==> src/rtl/selfprog_pkg.sv <==
// Package for the flash self-programming controller: register map, fields, timing.
// Assumes a 50 MHz core clock and a CPU core that presents register and store/load strobes.
package selfprog_pkg;

   localparam logic [5:0] CSR_OFFSET = 6'h37;
   localparam logic [7:0] CSR_RESET = 8'h00;
   localparam int BIT_IRQ_EN = 7;
   localparam int BIT_BUSY = 6;
   localparam int BIT_RSVD = 5;

   // Lower five bits of a command write.
   localparam logic [4:0] CMD_REENABLE = 5'h11;
   localparam logic [4:0] CMD_LOCK = 5'h09;
   localparam logic [4:0] CMD_PGWRITE = 5'h05;
   localparam logic [4:0] CMD_PGERASE = 5'h03;
   localparam logic [4:0] CMD_FILL = 5'h01;

   localparam logic [2:0] ARM_CYCLES = 3'h4;
   localparam logic [1:0] LPM_CYCLES = 2'h3;

   localparam logic [12:0] BOOT_END = 13'h1fff;
   localparam logic [12:0] BOOT_START_128 = 13'h1f80;
   localparam logic [12:0] BOOT_START_256 = 13'h1f00;
   localparam logic [12:0] BOOT_START_512 = 13'h1e00;
   localparam logic [12:0] BOOT_START_1024 = 13'h1c00;
   localparam logic [12:0] STALL_SECTION_START = 13'h1c00;
   localparam logic [6:0] STALL_FIRST_PAGE = 7'h70;

   localparam int CLK_MHZ = 50;
   localparam int PROG_MIN_US = 3700;
   localparam int PROG_MAX_US = 4500;
   localparam int PROG_CYCLES = PROG_MIN_US * CLK_MHZ;

   typedef struct packed {
      logic [6:0] page;
      logic [5:0] word;
      logic byte_sel;
   } zaddr_t;

   typedef enum logic [4:0] {
      ST_IDLE = 5'b00001,
      ST_ARMED = 5'b00010,
      ST_ERASE = 5'b00100,
      ST_WRITE = 5'b01000,
      ST_LOCK = 5'b10000
   } sp_state_t;

   // Maps the 16-bit pointer to page, word and byte select; bits 15 and 14 are dropped.
   function automatic zaddr_t split_pointer(input logic [15:0] z);
      zaddr_t a;
      a.page = z[13:7];
      a.word = z[6:1];
      a.byte_sel = z[0];
      return a;
   endfunction

endpackage

==> src/rtl/boot_section_map.sv <==
// Boot section decoder: start address from the boot-size fuses, and section tests.
// Assumes fuse levels are static while the core runs.
`timescale 1ns/10ps
`default_nettype none
module boot_section_map
   import selfprog_pkg::*;
(
   input wire logic i_boot_size_hi,
   input wire logic i_boot_size_lo,
   input wire logic [12:0] i_word_addr,
   output logic [12:0] o_boot_start,
   output logic o_in_boot,
   output logic o_in_stall_section
);
   always_comb begin
      unique case ({i_boot_size_hi, i_boot_size_lo})
         2'h3: o_boot_start = BOOT_START_128;
         2'h2: o_boot_start = BOOT_START_256;
         2'h1: o_boot_start = BOOT_START_512;
         2'h0: o_boot_start = BOOT_START_1024;
      endcase
   end
   assign o_in_boot = (i_word_addr >= o_boot_start) && (i_word_addr <= BOOT_END);
   assign o_in_stall_section = i_word_addr >= STALL_SECTION_START;
endmodule // boot_section_map
`default_nettype wire

==> src/rtl/arm_window.sv <==
// Arming window counter: loaded on a valid command write, flags expiry.
// Assumes the store strobe of the core is a one-cycle pulse.
`timescale 1ns/10ps
`default_nettype none
module arm_window
   import selfprog_pkg::*;
#(
   parameter logic [2:0] WIDTH_CYCLES = ARM_CYCLES
)(
   input wire logic i_core_clk,
   input wire logic i_rst_b,
   input wire logic i_load,
   input wire logic i_consume,
   output logic o_open,
   output logic o_expire
);
   logic [2:0] count;
   logic [2:0] next_count;
   always_comb begin
      next_count = count;
      if (i_load) begin
         next_count = WIDTH_CYCLES;
      end else if (i_consume) begin
         next_count = 3'h0;
      end else if (count != 3'h0) begin
         next_count = count - 3'h1;
      end
   end
   always_ff @(posedge i_core_clk or negedge i_rst_b) begin
      if (!i_rst_b) begin
         count <= 3'h0;
      end else begin
         count <= next_count;
      end
   end
   assign o_open = count != 3'h0;
   // Expiry in the last cycle of the window, unless a store or a new load lands there.
   assign o_expire = (count == 3'h1) && !i_consume && !i_load;
endmodule // arm_window
`default_nettype wire

==> src/rtl/flash_self_program_ctrl.sv <==
// Self-programming controller: control/status register, store decode, program timer.
// Assumes a core that drives register strobes and one-cycle store/load pulses with Z, R0.
`timescale 1ns/10ps
`default_nettype none

// Functional notes
// - Boot size from fuses, ends 0x1FFF.
// - Sections split at word 0x1C00.
// - 64-word pages, word from Z6:Z1.
// - Page number from Z13:Z7.
// - Z15:Z14 ignored; Z0 selects load byte.
// - Ready interrupt while enable bit clear.
// - Busy flag set on section program.
// - Busy cleared by re-enable or fill.
// - Re-enable refused while programming busy.
// - Re-enable during fill discards buffer.
// - Lock command programs lock bits from R0.
// - Lock bit clears on completion or timeout.
// - Load within three cycles reads lock/fuse.
// - Page write command writes buffer to page.
// - Write bit clears on completion or timeout.
// - CPU halted when programming stall section.
// - Page erase command erases addressed page.
// - Erase bit clears on completion or timeout.
// - Plain enable stores R1:R0 into buffer.
// - Enable held through erase or write.
// - Only five command patterns are accepted.
// - Programming lasts 3.7 to 4.5 ms; the default timer counts only the 3.7 ms minimum.
module flash_self_program_ctrl
   import selfprog_pkg::*;
#(
   parameter int PROG_TIME_CYCLES = PROG_CYCLES
)(
   input wire logic i_core_clk,
   input wire logic i_rst_b,
   input wire logic i_reg_wr,
   input wire logic i_reg_rd,
   input wire logic [5:0] i_reg_addr,
   input wire logic [7:0] i_reg_wdata,
   input wire logic i_global_irq_en,
   input wire logic i_spm_strobe,
   input wire logic i_lpm_strobe,
   input wire logic [15:0] i_z_pointer,
   input wire logic [15:0] i_r1r0,
   input wire logic i_boot_size_hi,
   input wire logic i_boot_size_lo,
   input wire logic [7:0] i_lock_bits,
   input wire logic [7:0] i_fuse_bits,
   output logic [7:0] o_reg_rdata,
   output logic o_ready_irq,
   output logic o_rw_section_busy,
   output logic o_cpu_halt,
   output logic o_buf_we,
   output logic [5:0] o_buf_word,
   output logic [15:0] o_buf_data,
   output logic o_buf_discard,
   output logic o_flash_erase,
   output logic o_flash_write,
   output logic [6:0] o_flash_page,
   output logic o_lock_we,
   output logic [7:0] o_lock_data,
   output logic o_lpm_special,
   output logic [7:0] o_lpm_data,
   output logic [12:0] o_boot_start
);

   typedef struct packed {
      sp_state_t st;
      logic irq_en;
      logic busy;
      logic [4:0] cmd;
      logic [31:0] timer;
      logic filling;
      logic [1:0] lpm_win;
      logic [7:0] rdata;
      logic irq;
      logic halt;
      logic buf_we;
      logic [5:0] buf_word;
      logic [15:0] buf_data;
      logic discard;
      logic erase;
      logic write;
      logic [6:0] page;
      logic lock_we;
      logic [7:0] lock_data;
      logic lpm_sp;
      logic [7:0] lpm_data;
      logic [12:0] boot_start;
   } ctrl_state_t;

   ctrl_state_t s;
   ctrl_state_t next_s;

   zaddr_t za;
   logic cmd_write;
   logic cmd_valid;
   logic win_open;
   logic win_expire;
   logic store_hit;
   logic [12:0] boot_start;
   logic target_stall;

   assign za = split_pointer(i_z_pointer);
   assign cmd_write = i_reg_wr && (i_reg_addr == CSR_OFFSET);
   // Only accepted while idle; a write during programming cannot start a second one.
   assign cmd_valid = cmd_write && (s.st == ST_IDLE) &&
      (i_reg_wdata[4:0] == CMD_REENABLE || i_reg_wdata[4:0] == CMD_LOCK ||
       i_reg_wdata[4:0] == CMD_PGWRITE || i_reg_wdata[4:0] == CMD_PGERASE ||
       i_reg_wdata[4:0] == CMD_FILL);
   assign store_hit = i_spm_strobe && (s.st == ST_ARMED) && win_open;

   arm_window u_arm_window (
      .i_core_clk(i_core_clk),
      .i_rst_b(i_rst_b),
      .i_load(cmd_valid),
      .i_consume(store_hit),
      .o_open(win_open),
      .o_expire(win_expire)
   );

   boot_section_map u_boot_section_map (
      .i_boot_size_hi(i_boot_size_hi),
      .i_boot_size_lo(i_boot_size_lo),
      .i_word_addr({za.page, za.word}),
      .o_boot_start(boot_start),
      .o_in_boot(),
      .o_in_stall_section(target_stall)
   );

   always_comb begin
      next_s = s;
      next_s.buf_we = 1'b0;
      next_s.discard = 1'b0;
      next_s.erase = 1'b0;
      next_s.write = 1'b0;
      next_s.lock_we = 1'b0;
      next_s.lpm_sp = 1'b0;
      next_s.boot_start = boot_start;
      if (s.lpm_win != 2'h0) begin
         next_s.lpm_win = s.lpm_win - 2'h1;
      end
      if (cmd_write) begin
         next_s.irq_en = i_reg_wdata[BIT_IRQ_EN];
      end
      unique case (s.st)
         ST_IDLE: begin
            if (cmd_valid) begin
               next_s.cmd = i_reg_wdata[4:0];
               next_s.st = ST_ARMED;
               if (i_reg_wdata[4:0] == CMD_LOCK) begin
                  next_s.lpm_win = LPM_CYCLES;
               end
               if (i_reg_wdata[4:0] == CMD_REENABLE && s.filling) begin
                  next_s.filling = 1'b0;
                  next_s.discard = 1'b1;
               end
            end
         end
         ST_ARMED: begin
            if (win_expire) begin
               next_s.cmd = 5'h00;
               next_s.st = ST_IDLE;
            end else if (store_hit) begin
               next_s.timer = PROG_TIME_CYCLES;
               next_s.page = za.page;
               unique case (s.cmd)
                  CMD_REENABLE: begin
                     next_s.busy = 1'b0;
                     next_s.cmd = 5'h00;
                     next_s.st = ST_IDLE;
                  end
                  CMD_LOCK: begin
                     next_s.lock_we = 1'b1;
                     next_s.lock_data = i_r1r0[7:0];
                     next_s.st = ST_LOCK;
                  end
                  CMD_PGWRITE: begin
                     next_s.write = 1'b1;
                     next_s.filling = 1'b0;
                     next_s.st = ST_WRITE;
                  end
                  CMD_PGERASE: begin
                     next_s.erase = 1'b1;
                     next_s.st = ST_ERASE;
                  end
                  default: begin
                     next_s.buf_we = 1'b1;
                     next_s.buf_word = za.word;
                     next_s.buf_data = i_r1r0;
                     next_s.filling = 1'b1;
                     next_s.busy = 1'b0;
                     next_s.cmd = 5'h00;
                     next_s.st = ST_IDLE;
                  end
               endcase
               if ((s.cmd == CMD_PGWRITE) || (s.cmd == CMD_PGERASE)) begin
                  if (target_stall) begin
                     next_s.halt = 1'b1;
                  end else begin
                     next_s.busy = 1'b1;
                  end
               end
            end
         end
         ST_ERASE, ST_WRITE, ST_LOCK: begin
            // Enable stays high until the timer runs out.
            if (s.timer <= 32'h1) begin
               next_s.cmd = 5'h00;
               next_s.halt = 1'b0;
               next_s.st = ST_IDLE;
            end else begin
               next_s.timer = s.timer - 32'h1;
            end
         end
      endcase
      if (i_lpm_strobe && s.lpm_win != 2'h0 && s.cmd == CMD_LOCK) begin
         next_s.lpm_sp = 1'b1;
         next_s.lpm_data = za.byte_sel ? i_fuse_bits : i_lock_bits;
      end
      next_s.irq = next_s.irq_en && i_global_irq_en && !next_s.cmd[0];
      next_s.rdata = 8'h00;
      if (i_reg_rd && i_reg_addr == CSR_OFFSET) begin
         next_s.rdata = {s.irq_en, s.busy, 1'b0, s.cmd};
      end
   end

   always_ff @(posedge i_core_clk or negedge i_rst_b) begin
      if (!i_rst_b) begin
         s <= '0;
         s.st <= ST_IDLE;
      end else begin
         s <= next_s;
      end
   end

   assign o_reg_rdata = s.rdata;
   assign o_ready_irq = s.irq;
   assign o_rw_section_busy = s.busy;
   assign o_cpu_halt = s.halt;
   assign o_buf_we = s.buf_we;
   assign o_buf_word = s.buf_word;
   assign o_buf_data = s.buf_data;
   assign o_buf_discard = s.discard;
   assign o_flash_erase = s.erase;
   assign o_flash_write = s.write;
   assign o_flash_page = s.page;
   assign o_lock_we = s.lock_we;
   assign o_lock_data = s.lock_data;
   assign o_lpm_special = s.lpm_sp;
   assign o_lpm_data = s.lpm_data;
   assign o_boot_start = s.boot_start;

endmodule // flash_self_program_ctrl
`default_nettype wire

==> config.mk <==
export PLATFORM = sky130hd
export DESIGN_NAME = flash_self_program_ctrl
export DESIGN_NICKNAME = d
export VERILOG_FILES = /design/src/rtl/selfprog_pkg.sv /design/src/rtl/boot_section_map.sv /design/src/rtl/arm_window.sv /design/src/rtl/flash_self_program_ctrl.sv
export SDC_FILE = /design/constraint.sdc
export NUM_CORES = 1
export LEC_CHECK = 0
export BUFFER_PORTS_ARGS = -buffer_cell sky130_fd_sc_hd__clkbuf_2
export CAP_MARGIN = 20
export CORE_UTILIZATION = 37
export CTS_CLUSTER_DIAMETER = 80
export DETAILED_ROUTE_END_ITERATION = 6
export GPL_TIMING_DRIVEN = 0
export PLACE_DENSITY_LB_ADDON = 0.1
export REMOVE_ABC_BUFFERS = 1
export SLEW_MARGIN = 5
export SYNTH_ARGS = -nofsm -noshare
export SYNTH_HDL_FRONTEND = slang
export SYNTH_SLANG_ARGS = --single-unit
==> constraint.sdc <==
create_clock -name i_core_clk -period 2.5 [get_ports i_core_clk]
set_input_delay 0.375 -clock i_core_clk [delete_from_list [all_inputs] [get_ports i_core_clk]]
set_output_delay 0.375 -clock i_core_clk [all_outputs]
set_load 0.03 [all_outputs]
# Word level (Yosys, flattened, before mapping)
# Cells that the tools add are included.
# W data, S select, Z words.
[op_classes] addsub=3 n_lt_le_gt_ge=2 n_eq_ne=30 mux=49 bitwise_logic=2 reduce_logical=39
[ops] op="$pmux W32 S2" n=1
[ops] op="$mux W18" n=3
[ops] op="$pmux W13 S4" n=1
[ops] op="$mux W24" n=2
[ops] op="$mux W23" n=2
[ops] op="$pmux W5 S3" n=3
[ops] op="$mux W38" n=1
[ops] op="$mux W5" n=7
[ops] op="$mux W33" n=1
[ops] op="$le A32 B1 Y1 const B" n=1
[ops] op="$mux W32" n=1
[ops] op="$sub A32 B1 Y32 const B" n=1
[ops] op="$mux W9" n=2
[ops] op="$mux W8" n=2
[ops] op="$reduce_and A4 Y1" n=4
[ops] op="$eq A5 B2 Y1 const B" n=3
[ops] op="$eq A5 B3 Y1 const B" n=3
[ops] op="$eq A5 B4 Y1 const B" n=3
[ops] op="$eq A5 B5 Y1 const B" n=3
[ops] op="$ge A13 B13 Y1 const B" n=1
[ops] op="$logic_and A1 B1 Y1" n=13
[ops] op="$mux W1" n=12
[ops] op="$mux W3" n=4
[ops] op="$reduce_and A6 Y1" n=2
[ops] op="23 further kinds" n=49
[word_totals] regBits=124 in_bits=71 output_inout_bits=75 wordCells=149

# Longest topological paths before layout
# Gate-level depths: netlist (run 1).
[depth] word_depth=12 mapped_depth=11 ltp_nobuf=8

# Cells and area by module
# A second synthesis (run 1) with hierarchy kept.
[unflattened] hier_cells=584 area_unflattened_um2=6323.6
[modules_own_cells] mod="flash_self_program_ctrl" instances=1 cells_per_inst=538 area_per_inst_um2=5920.7 seq_area_each_um2=3004.1
[modules_own_cells] mod="boot_section_map" instances=1 cells_per_inst=29 area_per_inst_um2=203.9 seq_area_each_um2=0.0
[modules_own_cells] mod="arm_window" instances=1 cells_per_inst=17 area_per_inst_um2=198.9 seq_area_each_um2=75.1

# Worst setup path before layout (run 1)
# OpenSTA, ideal clock, no wires.
[synth_path] path_type="reg2reg" from="reg s[120] in the netlist's numbering" to="reg s, in the netlist o_buf_data[10]" setup_time_ps=125 arrival_ps=2311 required_time_ps=2375 slack_ps=63 path_stages_with_launch=10 n_path_buf=4 period_less_slack_ps=2437 path_cell_list="dfrtp_1 or3_1 buf_2 or4_4 buf_6 a21o_1 buf_6 inv_8 buf_12 mux2_4"
[synth_between] elab_chain_len=8 word_cells_on_any_way=12 cone_classes="2 x eq/ne; 1 x bitwise; 9 x reduce/logical"
[synth_rtl] element="start: declaration" line_no="flash_self_program_ctrl.sv:92" rtl="ctrl_state_t s;"
[synth_rtl] element="start signal: assignment" line_no="flash_self_program_ctrl.sv:233" rtl="s <= next_s;"
[synth_rtl] element="$eq A5 B2 Y1" line_no="flash_self_program_ctrl.sv:111, flash_self_program_ctrl.sv:146"
[synth_rtl] element="$logic_and A1 B1 Y1 (2 in series)" line_no="flash_self_program_ctrl.sv:111" rtl="assign store_hit = i_spm_strobe && (s.st == ST_ARMED) && win_open;"
[synth_rtl] element="$logic_not A1 Y1" line_no="arm_window.sv:38" rtl="assign o_expire = (count == 3'h1) && !i_consume && !i_load;"
[synth_rtl] element="$logic_and A1 B1 Y1 (2 in series)" line_no="arm_window.sv:38"
[synth_rtl] element="$not A1 Y1 (no source line)"
[synth_rtl] element="$reduce_and A4 Y1 (no source line) (*)"
# Every way passes the cells marked *; elsewhere a longest branch is shown, timed or not.
# A chain may end at the register's enable or synchronous reset.

# Worst setup path after layout (run 1)
[layout_path] from="reg s[119] in the netlist's numbering" to="reg s, in the netlist o_buf_data[4]"
# Same word-level chain as after synthesis.

==> results of run 1 <==
## power by group through the flow
stage | clock, mW | sequential (mW) | combinational [mW]
finish | 2.42 | 2.38 | 2.06
global route | 2.57 | 2.42 | 2.23
CTS | 2.48 | 2.37 | 2.06
detailed placement | 0 | 2.39 | 2.02
global placement | 0 | 2.38 | 1.94
floorplan | 0 | 2.87 | 0.894
## worst max path at each step
stage               startpoint            end  slack, ns  cells after the start
floorplan               s[120]          s[81]      -1.06                      5
global placement        s[120]         s[100]      -2.91                      5
detailed placement       s[87]         s[111]      -0.39                      6
CTS                      s[88]         s[111]       0.02                      6
global route            s[119]         s[108]      0.006                      5
finish                  s[119]  o_buf_data[4]       0.07                      5
## worst max-delay path, delay by kind of cell (launching register included)
| kind | cells | cell delay [ns] |
|---|---|---|
| mux | 1 | 0.36 |
| flops | 1 | 0.42 |
| compound gates | 1 | 0.32 |
| buf+inv | 1 | 0.15 |
| simple gates | 2 | 1.05 |
## metrics by stage
stage | setup TNS [ns] | std cells | cell area (sq um) | setup WS (ns)
after detailed placement | -13.74 | 860 | 6370 | -0.394
after CTS | 0 | 896 | 7050 | 0.0202
after global placement | -193.22 | 856 | 6280 | -2.91
final | 0 | 903 | 7160 | 0.0738
after floorplan | -25.03 | 507 | 5350 | -1.06
after global routing | 0 | 903 | 7160 | 0.00582
## logic make-up after synthesis
kind of cell               after synthesis
muxes                                   34
DFF                                    114
and+or+nand+nor                        215
adders and majority gates                5
other                                    2
buffers and inverters                  103
AOI/OAI and AO/OA                      116
xor gates and xnor gates                 5
## cells in the final DEF (no fill, tap or decap), types with 4 or more instances in the layout
cell / count
nor3_1: 9
nand2b_1: 8
nor2_1: 33
mux2i_1: 11
clkinv_4: 5
mux2_2: 15
buf_4: 9
conb_1: 9
or4_1: 14
a21o_1: 4
or2_2: 7
a22o_1: 5
inv_1: 7
and3_1: 11
and2_1: 5
dfrtp_1: 113
a21oi_1: 32
or3_1: 7
nand4_1: 10
o31ai_1: 21
nand3_1: 10
ha_1: 4
clkbuf_2: 132
nand2_1: 68
clkbuf_16: 17
o21ai_0: 25
mux2_4: 8
## metal layers
metal	vias up	wire (microns)	track usage
met3	15	471	0.0428
met4	0	211	0.0671
met1	2204	6260	0.219
li1	2217	-	-
met2	108	6710	0.278
met5	-	0	0
## synth_stat cells (all sizes together) (5+ instances only)
cell type  number
o21ai          26
nor4            8
o31ai          22
clkbuf         17
a21o            5
and3           11
buf            77
a21oi          32
nand2b          8
nor3           11
mux2           23
nand4          11
nand2          70
a22o            5
nor2           35
inv             8
or2             7
and4            5
or4            15
nand3          10
dfrtp         113
and2            5
or3             8
mux2i          11
ha              5
## registers in the layout (all words and copies together) (netlist names), 3 cells and up
| name | count |
|---|---|
| o_reg_rdata | 7 |
| s | 46 |
| o_boot_start | 4 |
| o_buf_data | 16 |
| u_arm_window.count | 3 |
| o_flash_page | 7 |
| o_lpm_data | 8 |
| o_lock_data | 8 |
| o_buf_word | 6 |
## what timing repair did
| action | 4_1_cts | 5_1_grt |
|---|---|---|
| setup buffers | 3 | 6 |
| pin swaps | 2 | 3 |
| hold endpoints to repair | 37 | 0 |
| hold buffers | 1 | 0 |
| setup endpoints to repair | 72 | 42 |
| resized for setup | 13 | 11 |
## cell type report
class,count,area [sq um]
multi-input cells,384,2560
well taps,216,270
fillers,1550,8670
inverters,9,47.5
clock inverters,14,155
repair buffers,148,828
flip-flops and latches,114,2850
clock buffers,18,439
==> results.toml, run 1 <==
[cts]
cts_root_buf = "clkbuf_16"
clk_pin_slew_ns = 0.06
cts_max_level = 4
cts_made_buffers = 17
clk-insertion-delay-late_ns = 0.42
clock-sinks = 114
cts_tree = "done"
clk_path_buf_depth = 2

[synthesis]
synth_top_family_by_area = "simple AND/OR/NAND/NOR gates"
yosys_warnings = 0
synthSimpleGateAreaFrac = 0.193
synthAdderAreaFrac = 0.0105
yosysTopAreaCellShare = 0.474
synth-edff-count = 0
ys_seq_elements = 114
synth_top_area_cell = "dfrtp_1"
synth_compound_area_frac = 0.128
synthFlopType = "dfrtp_1"
async_flop_share = 1.00
ys_types = 64
ys_seq_area_frac = 0.478
synthTopCellsByArea = "dfrtp_1 (47%), buf_4 (8.6%), nand2_1 (4.4%)"
netlist_area_sq_um = 5970
syn_area_per_cell_sq_um = 10.0
syn_inst = 594
synth_xor_area_frac = 0.00734
muxShareOfSynthArea = 0.0669

[setup_path]
cp_max_fo = 17
cp-start-kind = "register"
worstReg2RegEnd = "o_buf_data[4]"
worst-endpoint-required_ns = 2.80
reg2regPathDepth = 5
ff2ff_setup_slack_ns = 0.07
crit_chain = "or3_4 > or4_4 > a21o_2 > clkinv_8 > mux2_2"
path_class = "reg -> reg"
worstPathArrival_ns = 2.73
slowest_stage = "or4_4"
cpPeakStageDelay_ns = 0.61
worst_setup_path_end_kind = "register"
r2r_start = "s[119]"

[worst_hold_path]
hp-class = "in -> reg"
hold_path_depth = 1
whs_endpoint = "o_boot_start[8]"
min_from = "i_boot_size_hi"

[finish]
n_antenna_cell = 0
area_delta_synth_final_pct = 20.0
drive_above_1_share = 0.349
post-route-util = 0.452
nets = 750

[routing]
dr_total_vias = 4544
wl_microns = 13700
drt_iter0_markers = 170
wire_per_inst_microns = 15.1
detail_route.vias_per_cell = 5.03
dr.pass1.iters = 4
ant_nets = 0
drc = 0

[power]
power_mw = 6.86
pwr-share-clk = 0.353
switching_share = 0.352
switching_power_mw = 2.42
peakVddDrop_uv = 554
power_frac_comb = 0.300
intPower_mw = 4.44
seqPwrFrac = 0.347
p_leak_nw = 3.47
power.density_nw_per_um2 = 958

[die]
coreArea_sq_um = 15800
die_area_sq_um = 16600
initial_core_util = 0.377
pin_count = 146
num_rows = 46
die_w_microns = 129
die_h_microns = 129

[grt]
grt_pass1_vias = 4311
grt_pass1_wl_microns = 21800
grt_max_degree = 78
track_usage = 0.171
overflow = 0
antenna_found_initial = 0

[timing]
hold_slack_ns = 0.0932
worst_slew_pin_slew_ns = 0.619
fin_worst_skew_ns = 0.00821
final-setup-viol-count = 0
post-route-period-util = 0.970
relSlewSlack = 0.588
period_minus_slack_ns = 2.43
timing.fmax_mhz = 412
rsz0062_at_grt = "no"
hold_violations = 0
maxSlewViolCount = 0

[run_status]
status = "finished, final reports clean"

[placement]
portBuffers = 133
dp_hpwl_microns = 9380
globalplace.congestion = 0.783

[flow_run]
drv_cap = 0
(Power assumes the default switching activity.)
==> inputs of run 2 (changes only) <==
--- a/config.mk
+++ b/config.mk
@@ -7,7 +7,7 @@
 export LEC_CHECK = 0
 export BUFFER_PORTS_ARGS = -buffer_cell sky130_fd_sc_hd__clkbuf_2
 export CAP_MARGIN = 20
-export CORE_UTILIZATION = 37
+export CORE_UTILIZATION = 35
 export CTS_CLUSTER_DIAMETER = 80
 export DETAILED_ROUTE_END_ITERATION = 6
 export GPL_TIMING_DRIVEN = 0
==> run 2 against run 1 <==
Global-route usage decreased by 1.1 points. Clock power up 5%. Flip-flop and latch count unchanged. Via count shrank 0.68%. Register-to-register slack gained 0.05 ns. Power grew 1.9%. Setup slack improved by 0.049 ns. Final cell count is 0.22% higher. Worst hold slack got worse by 0.0022 ns. Maximum frequency increased by 2.1%. Clock skew is 0.0024 ns higher. Critical path depth stayed put. Critical path type unchanged.
==> results.toml, run 2 (synthesis gave the netlist of run 1 again) <==
[routing]
ant_nets = 0
detail_route.vias_per_cell = 4.99
drc = 0
drt_iter0_markers = 182
dr_total_vias = 4513
wl_microns = 13700
dr.pass1.iters = 4
wire_per_inst_microns = 15.2

[timing]
period_minus_slack_ns = 2.38
post-route-period-util = 0.951
maxSlewViolCount = 0
worst_slew_pin_slew_ns = 1.02
fin_worst_skew_ns = 0.0106
hold_violations = 0
final-setup-viol-count = 0
rsz0062_at_grt = "no"
relSlewSlack = 0.320
setup_slack_ns = 0.123
timing.fmax_mhz = 421
finalSetupTns_ns = 0

[setup_path]
worst-endpoint-required_ns = 2.79
crit_start = "s[120]"
cpPeakStageDelay_ns = 0.62
crit_chain = "or3_4 > or4_4 > a21o_4 > inv_8 > mux2_2"
cp_top_family = "simple AND/OR/NAND/NOR gates"
r2r_start = "s[120]"
cp_max_fo = 17
slowest_stage = "or4_4"
worstPathArrival_ns = 2.67
path_buf_inv = 1
path_class = "reg -> reg"
ff2ff_setup_slack_ns = 0.12
worst_setup_path_end_kind = "register"
cp-start-kind = "register"

[power]
peakVddDrop_uv = 580
pwr-share-clk = 0.365
power_frac_comb = 0.296
intPower_mw = 4.59
switching_share = 0.344
power.density_nw_per_um2 = 974
seqPwrFrac = 0.339
switching_power_mw = 2.40
p_leak_nw = 3.46

[placement]
dp_slack_ns = -0.467
portBuffers = 133
globalplace.congestion = 0.784
dp_hpwl_microns = 9590

[grt]
grt_pass1_wl_microns = 22300
antenna_found_initial = 0
track_usage = 0.160
grt_max_degree = 87
overflow = 0
grt_pass1_vias = 4339

[die]
die_w_microns = 133
die_area_sq_um = 17600
coreArea_sq_um = 16600
initial_core_util = 0.360
pin_count = 146
die_h_microns = 133
num_rows = 47

[cts]
cts_tree = "done"
clk_pin_slew_ns = 0.06
clk_path_buf_depth = 2
clock-sinks = 114
clk-insertion-delay-late_ns = 0.41
cts_root_buf = "clkbuf_16"
cts_made_buffers = 17
cts_max_level = 4

[finish]
largest_register_ffs = 46
top_register = "s"
drive_above_1_share = 0.342
post-route-util = 0.433
nets = 748
final_cell_mix = "clkbuf_2 (132), dfrtp_1 (113), nand2_1 (69)"
n_antenna_cell = 0
area_delta_synth_final_pct = 20.3
final_common_cell = "clkbuf_2"

[run_status]
status = "finished, final reports clean"

[worst_hold_path]
min_from = "i_boot_size_hi"
hp-class = "in -> reg"

[flow_run]
drv_cap = 0
[run 2: worst paths after layout]
check | endpoint | depth (start not counted)
min in group asynchronous | s[78] | 2
min | o_boot_start[8] | 1
max | o_buf_data[4] | 5
max reg2reg | o_buf_data[4] | 5
max in group asynchronous | o_lock_data[7] | 3
min reg2reg | s[74] | 1
[run 2: layout make-up]
class                      count  area, sq um
tap                          220          275
clock buffer                  19          453
clock inverter                13          174
sequential                   114         2850
fill                        1635         9410
inverter                       9         45.0
timing repair buffer         146          813
multi-input combinational    384         2560
[run 2: worst reg2reg max path, cell delays in order (launching register included)]
cell and delay, ns:
dfrtp_1 0.41, or3_4 0.46, or4_4 0.62, a21o_4 0.27, inv_8 0.15, mux2_2 0.36
[run 2: per-layer routing]
metal  wire, microns  track usage  vias to the layer above
met5               0            0                        -
met3             435       0.0330                       17
met4             255       0.0607                        0
li1                -            -                     2206
met2            6750        0.259                       94
met1            6290        0.210                     2196
[run 2: power by group through the flow]
stage               combinational (mW)  sequential (mW)  clock (mW)
finish                            2.07             2.37        2.55
detailed placement                2.03             2.39           0
global route                      2.24             2.41        2.68
global placement                  1.94             2.38           0
CTS                               2.07             2.37        2.61
floorplan                        0.894             2.87           0
[run 2: repair_timing]
| item | 4_1_cts | 5_1_grt |
|---|---|---|
| pin swaps | 2 | 3 |
| setup buffers | 3 | 5 |
| hold buffers | 1 | 0 |
| endpoints found under the hold margin | 27 | 0 |
| resized for setup | 13 | 8 |
| setup endpoints to repair | 63 | 45 |
[run 2: through the flow]
stage          hold WS [ns]  total power, mW  std cells  cell area [sq um]
2_1_floorplan        0.0794             3.76        507               5350
6_report             0.0910             6.99        905               7180
4_1_cts              0.0744             7.05        900               7100
5_1_grt              0.0755             7.32        905               7180
3_3_place_gp          0.460             4.32        860               6290
3_5_place_dp          0.292             4.41        864               6380
